===== config.mk =====
export PLATFORM = sky130hd
export DESIGN_NAME = uart_status_flags
export DESIGN_NICKNAME = d
export VERILOG_FILES = /design/src/hw/uart_status_flags.v
export VERILOG_INCLUDE_DIRS = /design/src /design/src/hw
export SDC_FILE = /design/constraint.sdc
export NUM_CORES = 1
export LEC_CHECK = 0
export BUFFER_PORTS_ARGS = -buffer_cell sky130_fd_sc_hd__buf_2
export CORE_UTILIZATION = 43
export DETAILED_ROUTE_END_ITERATION = 8
export PLACE_DENSITY = 0.77
export SKIP_CTS_REPAIR_TIMING = 1
export SLEW_MARGIN = 20
export SYNTH_ARGS = -nofsm -noshare
export SYNTH_HDL_FRONTEND = slang
export SYNTH_SLANG_ARGS = --single-unit
export TNS_END_PERCENT = 20

===== constraint.sdc =====
create_clock -name i_clk -period 1.86 [get_ports i_clk]
set_clock_uncertainty 0.1 [all_clocks]
set_input_delay 0.186 -clock i_clk [delete_from_list [all_inputs] [get_ports i_clk]]
set_output_delay 0.186 -clock i_clk [all_outputs]
set_load 0.01 [all_outputs]

===== src/hw/uart_status_flags_consts.vh =====
// Constants for the serial channel status-flag and mode-select block.
// Assumes a 32-bit classic Wishbone slave with byte addresses = 4 x register index.

`ifndef UART_STATUS_FLAGS_CONSTS_VH
`define UART_STATUS_FLAGS_CONSTS_VH

// ****************************************************************
// Register indices (byte address is four times the index)
// ****************************************************************
`define IDX_SERIAL_CONTROL 24'hFFFF82
`define IDX_TX_HOLDING 24'hFFFF83
`define IDX_SERIAL_STATUS 24'hFFFF84
`define IDX_RX_HOLDING 24'hFFFF85
`define IDX_SMART_CARD_MODE 24'hFFFF86
`define IDX_IRQ_STATUS 24'hFFFF88
`define IDX_IRQ_MASK 24'hFFFF89

// ****************************************************************
// Field positions
// ****************************************************************
`define BIT_TX_BUFFER_EMPTY 7
`define BIT_RX_BUFFER_FULL 6
`define BIT_OVERRUN 5
`define BIT_FRAMING_ERROR 4
`define BIT_PARITY_ERROR 3
`define BIT_TX_END 2
`define BIT_SMART_CARD_SEL 0
`define BIT_TX_IRQ_ENABLE 7
`define BIT_RX_IRQ_ENABLE 6
`define BIT_TX_ENABLE 5
`define BIT_RX_ENABLE 4

// ****************************************************************
// Reset values
// ****************************************************************
`define RST_SERIAL_STATUS 8'h84
`define RST_SERIAL_CONTROL 8'h00
`define RST_SMART_CARD_MODE 8'h00
`define RST_IRQ_MASK 8'h00
`define RST_HOLDING 8'h00

// Status bits that software may clear by writing zero
`define STATUS_W0C_MASK 8'hF8

`endif


===== src/hw/uart_status_flags.v =====
// Status flags, control bits and mode select of one asynchronous serial channel.
// Assumes the shifter, bit timing and DMA controller run on i_clk and give
// one-cycle event pulses; the register file is a classic Wishbone slave.
//
// Decided for this implementation: register access over Wishbone.

`timescale 1ns/1ns

`include "uart_status_flags_consts.vh"

module uart_status_flags #(
    parameter ADDR_W = 26,
    parameter DATA_W = 8
) (
    input wire i_clk,
    input wire i_arst_n,
    // Wishbone classic slave
    input wire i_wb_cyc,
    input wire i_wb_stb,
    input wire i_wb_we,
    input wire [ADDR_W-1:0] i_wb_adr,
    input wire [3:0] i_wb_sel,
    input wire [31:0] i_wb_dat,
    output wire [31:0] o_wb_dat,
    output wire o_wb_ack,
    // Transmit machinery
    input wire i_tx_load,
    input wire i_tx_last_bit,
    // Receive machinery
    input wire i_rx_done,
    input wire [DATA_W-1:0] i_rx_data,
    input wire i_rx_framing_err,
    input wire i_rx_parity_err,
    // DMA controller write of new transmit data
    input wire i_dma_wr,
    input wire [DATA_W-1:0] i_dma_data,
    // Outputs toward the channel and system
    output wire [DATA_W-1:0] o_tx_holding,
    output wire o_tx_enable,
    output wire o_rx_enable,
    output wire o_smart_card_mode_sel,
    output wire o_tx_data_request,
    output wire o_rx_full_request,
    output wire o_rx_error_request,
    output wire o_irq
);

    // ****************************************************************
    // Reset release
    // ****************************************************************

    reg rst_meta_reg;
    reg rst_sync_reg;
    wire rst_n;

    // Async assert, two-flop release so no flop leaves reset on a ragged edge
    // Costs two cycles of start-up latency; the bus must wait for them
    always @(posedge i_clk or negedge i_arst_n) begin
        if (!i_arst_n) begin
            rst_meta_reg <= 1'b0;
            rst_sync_reg <= 1'b0;
        end else begin
            rst_meta_reg <= 1'b1;
            rst_sync_reg <= rst_meta_reg;
        end
    end

    // Only the second flop feeds the design
    assign rst_n = rst_sync_reg;

    // ****************************************************************
    // Bus decode
    // ****************************************************************

    reg ack_reg;
    reg [31:0] rdat_reg;
    reg [31:0] rdat_next;
    reg [7:0] status_reg;
    reg [7:0] status_next;
    reg [7:0] control_reg;
    reg [7:0] control_next;
    reg [7:0] mode_reg;
    reg [7:0] mode_next;
    reg [7:0] irq_stat_reg;
    reg [7:0] irq_stat_next;
    reg [7:0] irq_mask_reg;
    reg [7:0] irq_mask_next;
    reg [7:0] armed_reg;
    reg [7:0] armed_next;
    reg [DATA_W-1:0] tx_hold_reg;
    reg [DATA_W-1:0] tx_hold_next;
    reg [DATA_W-1:0] rx_hold_reg;
    reg [DATA_W-1:0] rx_hold_next;

    wire req;
    wire wr_take;
    wire rd_take;
    wire lane0;
    wire [ADDR_W-3:0] idx;
    wire hit_ctrl;
    wire hit_txh;
    wire hit_stat;
    wire hit_rxh;
    wire hit_mode;
    wire hit_istat;
    wire hit_imask;
    wire [7:0] wbyte;

    // Request is new while no ack stands; the effects land on the ack edge
    // One wait state: ack follows the request by one cycle, then drops
    assign req = i_wb_cyc & i_wb_stb & ~ack_reg;
    assign wr_take = i_wb_cyc & i_wb_stb & ack_reg & i_wb_we;
    assign rd_take = i_wb_cyc & i_wb_stb & ack_reg & ~i_wb_we;
    assign lane0 = i_wb_sel[0];
    assign idx = i_wb_adr[ADDR_W-1:2];
    assign wbyte = i_wb_dat[7:0];

    // Word index compare; unmapped words read zero and ignore writes
    // Only indices are decoded; the two low address bits are ignored
    assign hit_ctrl = (idx == `IDX_SERIAL_CONTROL);
    assign hit_txh = (idx == `IDX_TX_HOLDING);
    assign hit_stat = (idx == `IDX_SERIAL_STATUS);
    assign hit_rxh = (idx == `IDX_RX_HOLDING);
    assign hit_mode = (idx == `IDX_SMART_CARD_MODE);
    assign hit_istat = (idx == `IDX_IRQ_STATUS);
    assign hit_imask = (idx == `IDX_IRQ_MASK);

    // Read data is captured one edge before the ack edge
    always @* begin
        rdat_next = 32'h00000000;
        if (req && !i_wb_we) begin
            if (hit_ctrl) begin
                rdat_next[7:0] = control_reg;
            end else if (hit_txh) begin
                rdat_next[DATA_W-1:0] = tx_hold_reg;
            end else if (hit_stat) begin
                rdat_next[7:0] = status_reg;
            end else if (hit_rxh) begin
                rdat_next[DATA_W-1:0] = rx_hold_reg;
            end else if (hit_mode) begin
                rdat_next[7:0] = mode_reg;
            end else if (hit_istat) begin
                rdat_next[7:0] = irq_stat_reg;
            end else if (hit_imask) begin
                rdat_next[7:0] = irq_mask_reg;
            end
        end else if (ack_reg) begin
            // Hold the word while ack stands so the master samples it steady
            rdat_next = rdat_reg;
        end
    end

    // ****************************************************************
    // Channel events
    // ****************************************************************

    wire tx_en;
    wire rx_en;
    wire rx_clean;
    wire rx_overrun;
    wire dma_refill;
    wire sw_clr_tx_buffer_empty;
    wire [7:0] sw_clear;
    wire [7:0] set_ev;

    // Enables come straight from the control register
    assign tx_en = control_reg[`BIT_TX_ENABLE];
    assign rx_en = control_reg[`BIT_RX_ENABLE];

    // Errored characters never reach the holding register
    // Clean end of reception while the holding register is free
    assign rx_clean = i_rx_done & ~i_rx_framing_err & ~i_rx_parity_err
        & ~status_reg[`BIT_RX_BUFFER_FULL];
    // Data still unread: new character is dropped
    assign rx_overrun = i_rx_done & status_reg[`BIT_RX_BUFFER_FULL];
    // Refill pulse comes straight from the DMA side on the same clock
    assign dma_refill = i_dma_wr;

    // Zero write clears only a bit that was seen as one before
    assign sw_clear = (wr_take && hit_stat && lane0)
        ? (~wbyte & armed_reg & `STATUS_W0C_MASK) : 8'h00;
    assign sw_clr_tx_buffer_empty = sw_clear[`BIT_TX_BUFFER_EMPTY];

    // Hardware set events, one bit per status flag
    assign set_ev[`BIT_TX_BUFFER_EMPTY] = ~tx_en | i_tx_load;
    assign set_ev[`BIT_RX_BUFFER_FULL] = rx_clean;
    assign set_ev[`BIT_OVERRUN] = rx_overrun;
    assign set_ev[`BIT_FRAMING_ERROR] = i_rx_done & i_rx_framing_err;
    assign set_ev[`BIT_PARITY_ERROR] = i_rx_done & i_rx_parity_err;
    assign set_ev[`BIT_TX_END] = ~tx_en
        | (i_tx_last_bit & status_reg[`BIT_TX_BUFFER_EMPTY]);
    assign set_ev[1:0] = 2'b00;

    // ****************************************************************
    // Status register
    // ****************************************************************

    // Set wins over any clear landing in the same cycle
    always @* begin
        status_next = status_reg & ~sw_clear;
        // DMA refill also empties the empty flag
        if (dma_refill) begin
            status_next[`BIT_TX_BUFFER_EMPTY] = 1'b0;
        end
        // Transmit end follows every clear of the empty flag
        if (dma_refill || sw_clr_tx_buffer_empty) begin
            status_next[`BIT_TX_END] = 1'b0;
        end
        // Receive enable is not looked at, so disabling keeps the flag
        status_next = status_next | set_ev;
        // Bits 1 and 0 are not implemented and read as zero
        status_next[1:0] = 2'b00;
    end

    // Track bits that a status read returned as one; a status write with byte lane 0 selected disarms
    // A flag that sets after the read stays unarmed, so a late zero write cannot lose it
    always @* begin
        armed_next = armed_reg;
        if (rd_take && hit_stat) begin
            armed_next = rdat_reg[7:0] & `STATUS_W0C_MASK;
        end else if (wr_take && hit_stat && lane0) begin
            armed_next = 8'h00;
        end
    end

    // ****************************************************************
    // Control, mode and data registers
    // ****************************************************************

    // Software writes land on the ack edge; only byte lane 0 carries data
    always @* begin
        control_next = control_reg;
        mode_next = mode_reg;
        irq_mask_next = irq_mask_reg;
        tx_hold_next = tx_hold_reg;
        if (wr_take && lane0) begin
            if (hit_ctrl) begin
                // Only the four enable bits exist; the others read back zero
                control_next = 8'h00;
                control_next[`BIT_TX_IRQ_ENABLE] = wbyte[`BIT_TX_IRQ_ENABLE];
                control_next[`BIT_RX_IRQ_ENABLE] = wbyte[`BIT_RX_IRQ_ENABLE];
                control_next[`BIT_TX_ENABLE] = wbyte[`BIT_TX_ENABLE];
                control_next[`BIT_RX_ENABLE] = wbyte[`BIT_RX_ENABLE];
            end
            if (hit_mode) begin
                mode_next = {7'h00, wbyte[`BIT_SMART_CARD_SEL]};
            end
            if (hit_imask) begin
                // Mask follows the status layout: the five flags and transmit end
                irq_mask_next = wbyte & `STATUS_W0C_MASK;
                irq_mask_next[`BIT_TX_END] = wbyte[`BIT_TX_END];
            end
            if (hit_txh) begin
                tx_hold_next = wbyte[DATA_W-1:0];
            end
        end
        // DMA data wins over a CPU write in the same cycle
        if (dma_refill) begin
            tx_hold_next = i_dma_data;
        end
    end

    // Only a clean character reaches the holding register
    always @* begin
        rx_hold_next = rx_hold_reg;
        if (rx_clean) begin
            rx_hold_next = i_rx_data;
        end
    end

    // ****************************************************************
    // Interrupt status
    // ****************************************************************

    wire [7:0] irq_rd_clear;
    wire [7:0] irq_rise;

    // Only bits that were returned by the read are cleared
    assign irq_rd_clear = (rd_take && hit_istat) ? rdat_reg[7:0] : 8'h00;
    // Sticky bits catch a flag rising, so a held flag does not refire
    assign irq_rise = status_next & ~status_reg;

    // Read clear and a new rise in one cycle: the rise wins
    always @* begin
        irq_stat_next = (irq_stat_reg & ~irq_rd_clear) | irq_rise;
        // Unused low bits can never raise the interrupt
        irq_stat_next[1:0] = 2'b00;
    end

    // ****************************************************************
    // State update
    // ****************************************************************

    // One register bank, updated on every edge; reset is the synchronised copy
    always @(posedge i_clk or negedge rst_n) begin
        if (!rst_n) begin
            ack_reg <= 1'b0;
            rdat_reg <= 32'h00000000;
            status_reg <= `RST_SERIAL_STATUS;
            armed_reg <= 8'h00;
            control_reg <= `RST_SERIAL_CONTROL;
            mode_reg <= `RST_SMART_CARD_MODE;
            irq_stat_reg <= 8'h00;
            irq_mask_reg <= `RST_IRQ_MASK;
            tx_hold_reg <= `RST_HOLDING;
            rx_hold_reg <= `RST_HOLDING;
        end else begin
            ack_reg <= req;
            rdat_reg <= rdat_next;
            status_reg <= status_next;
            armed_reg <= armed_next;
            control_reg <= control_next;
            mode_reg <= mode_next;
            irq_stat_reg <= irq_stat_next;
            irq_mask_reg <= irq_mask_next;
            tx_hold_reg <= tx_hold_next;
            rx_hold_reg <= rx_hold_next;
        end
    end

    // ****************************************************************
    // Outputs
    // ****************************************************************

    // Bus and channel outputs all come from flops
    assign o_wb_ack = ack_reg;
    assign o_wb_dat = rdat_reg;
    assign o_tx_holding = tx_hold_reg;
    assign o_tx_enable = tx_en;
    assign o_rx_enable = rx_en;
    // Mode bit steers the rest of the channel
    assign o_smart_card_mode_sel = mode_reg[`BIT_SMART_CARD_SEL];

    // Requests gated by the tx and rx interrupt enable bits of control; the DMA controller refills on tx request
    // Built from flops only, so the DMA side never sees a decode glitch
    assign o_tx_data_request = status_reg[`BIT_TX_BUFFER_EMPTY]
        & control_reg[`BIT_TX_IRQ_ENABLE];
    assign o_rx_full_request = status_reg[`BIT_RX_BUFFER_FULL]
        & control_reg[`BIT_RX_IRQ_ENABLE];
    assign o_rx_error_request = (status_reg[`BIT_OVERRUN]
        | status_reg[`BIT_FRAMING_ERROR] | status_reg[`BIT_PARITY_ERROR])
        & control_reg[`BIT_RX_IRQ_ENABLE];

    // Level interrupt while any unmasked sticky bit stands
    // Limitation: a flag held high raises its sticky bit only once
    assign o_irq = |(irq_stat_reg & irq_mask_reg);

endmodule // uart_status_flags


==> impl_metrics.env <==
export IMPL_fillCellCount=623
export IMPL_fmax_ghz=0.516
export IMPL_ys_warn_count=0
export IMPL_clk_pin_slew_ps=100
export IMPL_outcome="complete, but fails checks"
export IMPL_synthArstFlopShare=1.00
export IMPL_finalWirelength_um=9060
export IMPL_dpl_worst_slack_ps=-406
export IMPL_cts_root_buf="clkbuf_8"
export IMPL_syn_avg_cell_area_um2=10.3
export IMPL_io_buffer_count=83
export IMPL_cts_inserted_buffers=5
export IMPL_die_h_um=86.6
export IMPL_clockBufferDepth=2
export IMPL_worstReg2RegStart="o_wb_ack"
export IMPL_min_path_cells=2
export IMPL_drc=0
export IMPL_syn2layout_area_growth_pct=28.8
export IMPL_rsz0062_at_grt="yes"
export IMPL_fin_nets=515
export IMPL_synth_edf_count=0
export IMPL_vias=2848
export IMPL_drive_gt1_frac=0.403
export IMPL_layout_commonest_cell="buf_2"
export IMPL_viasPerCell=5.45
export IMPL_fin_ws_ps=-78.4
export IMPL_grt_pass1_wl_um=14400
export IMPL_critPathMaxFanout=4
export IMPL_hold_start="i_rx_data[6]"
export IMPL_drtIter0Drc=233
export IMPL_setup_viol=13
export IMPL_cpPeakStageDelay_ps=540
export IMPL_start_kind="primary input"
export IMPL_worst_path_max_delay_cell="or4b_4"
export IMPL_critPathKind="primary input to flip-flop"
export IMPL_worstPathCellList="buf_2, or4b_4, or4_4, nor4_4, mux2_2"
export IMPL_cts_htree_levels=2
export IMPL_seq_area_frac_synth=0.448
export IMPL_yosys_cell_types_count=58
export IMPL_startpoint="i_wb_adr[7]"
export IMPL_io_pins=137
export IMPL_rr_worst_depth=5
export IMPL_finalHoldViolCount=0
export IMPL_placed_area_um2=3790
export IMPL_fin_crit_sh=1.04
export IMPL_setup_tns_ps=-550
export IMPL_clk_latency_ps=310
export IMPL_overflow=0
export IMPL_mostFrequentLayoutCells="buf_2, dfrtp_1, buf_4"
export IMPL_rows=30
export IMPL_wl_per_cell_um=17.3
export IMPL_start_util=0.448
export IMPL_synthesis_area_um2=3080
export IMPL_ys_seq_elements=55
export IMPL_place_hpwl_um=7320
export IMPL_cts_tree="built"
export IMPL_gp_congestion=0.889
export IMPL_grt_use_total=0.253
export IMPL_p_leak_uw=0.00183
export IMPL_post_route_min_period_ps=1940
export IMPL_crit_required_ps=1960
export IMPL_hp_class="primary input to flip-flop"
export IMPL_cts_sinks=55
export IMPL_core_um2=6870
export IMPL_maxCapViolCount=0
export IMPL_ff2ff_setup_slack_ps=-50
export IMPL_n_antenna_cell=0
export IMPL_worstSetupEndpointType="flip-flop"
export IMPL_grt_pass1_vias=2728
export IMPL_antenna_found_initial=0
export IMPL_dr_pass1_iters=5
export IMPL_synthFlopType="dfrtp_1"
export IMPL_syn_inst=298
export IMPL_stdcell_area_um2=3970
export IMPL_ir_drop_v=0.000389
export IMPL_dieWidth_um=86.6
export IMPL_violations="setup timing"
export IMPL_grt_max_degree=28
export IMPL_ant_nets=0
export IMPL_cp_arrival_ps=2040
export IMPL_p_per_area_nw_per_um2=641
export IMPL_die_area_um2=7500
export IMPL_slew_viol_final=0
export IMPL_hold_ws_ps=1.98
[cells in the mapped netlist (3+ instances only)]
master / instances / share of area
a21oi_1: 3 / 0.0049
a22o_1: 5 / 0.014
a22oi_1: 4 / 0.0098
a31oi_1: 3 / 0.0061
a32o_1: 6 / 0.020
a32oi_1: 5 / 0.014
and2_1: 3 / 0.0061
buf_4: 24 / 0.059
clkbuf_1: 4 / 0.0049
dfrtp_1: 53 / 0.43
inv_1: 4 / 0.0049
mux2_2: 18 / 0.066
mux2i_1: 8 / 0.026
nand2_1: 38 / 0.046
nand2b_1: 5 / 0.010
nand3_1: 7 / 0.011
nand3b_1: 3 / 0.0073
nand4_1: 8 / 0.016
nor2_1: 6 / 0.0073
nor2b_1: 3 / 0.0061
nor3_1: 8 / 0.013
nor4_1: 4 / 0.0081
o21ai_0: 19 / 0.031
o2bb2ai_1: 5 / 0.014
o31ai_1: 3 / 0.0073
or3_1: 4 / 0.0081
[power breakdown]
group / switching, µW / internal (µW) / leakage [µW]
logic: 200 / 210 / 0.00110
registers: 110 / 1330 / 0.000682
clock network: 388 / 306 / 0.0000484
[layer usage]
| metal | vias to the layer above | global-route usage | share of wire |
|---|---|---|---|
| met4 | 0 | 0.0485 | 0.012 |
| met1 | 1392 | 0.352 | 0.43 |
| met5 | - | 0 | 0 |
| met3 | 8 | 0.0324 | 0.077 |
| met2 | 118 | 0.425 | 0.49 |
| li1 | 1330 | - | - |
[per-stage QoR]
step	cells	total power [µW]	utilization
after CTS	518	2550	0.566
after global placement	510	1840	0.552
after global routing	523	2680	0.577
after detailed placement	510	1860	0.552
after floorplan	321	1680	-
final	523	2540	0.577
[worst max-delay path, delay by kind of cell]
family / cells / cell delay (ps)
buffers and inverters: 1 / 110
multiplexers: 1 / 380
AND/OR/NAND/NOR: 3 / 1350
[cell families (layout without fill, tap and decap cells)]
family | Yosys count | count (layout) | share of synthesized area
flip-flops | 55 | 55 | 0.448
other | 2 | 25 | 0.00244
multiplexers | 27 | 27 | 0.0955
AO/OA/AOI/OAI | 67 | 67 | 0.157
AND/OR/NAND/NOR | 109 | 109 | 0.211
buffers and inverters | 38 | 144 | 0.0865
[worst paths after layout]
kind | end
max | control_reg[7]
min in group asynchronous | rst_n
min | rx_hold_reg[6]
max reg2reg | irq_mask_reg[7]
min reg2reg | irq_mask_reg[2]
max in group asynchronous | status_reg[7]
[final cells by class]
class | instances | area [µm²] | share of cell area
tap | 96 | 120 | 0.0303
clock buffer | 7 | 86.3 | 0.0218
clock inverter | 1 | 8.76 | 0.00221
sequential | 55 | 1380 | 0.348
multi-input combinational | 228 | 1540 | 0.389
timing repair buffer | 132 | 812 | 0.205
inverter | 4 | 15.0 | 0.00379
No activity file was read; power rests on OpenSTA's default activity.
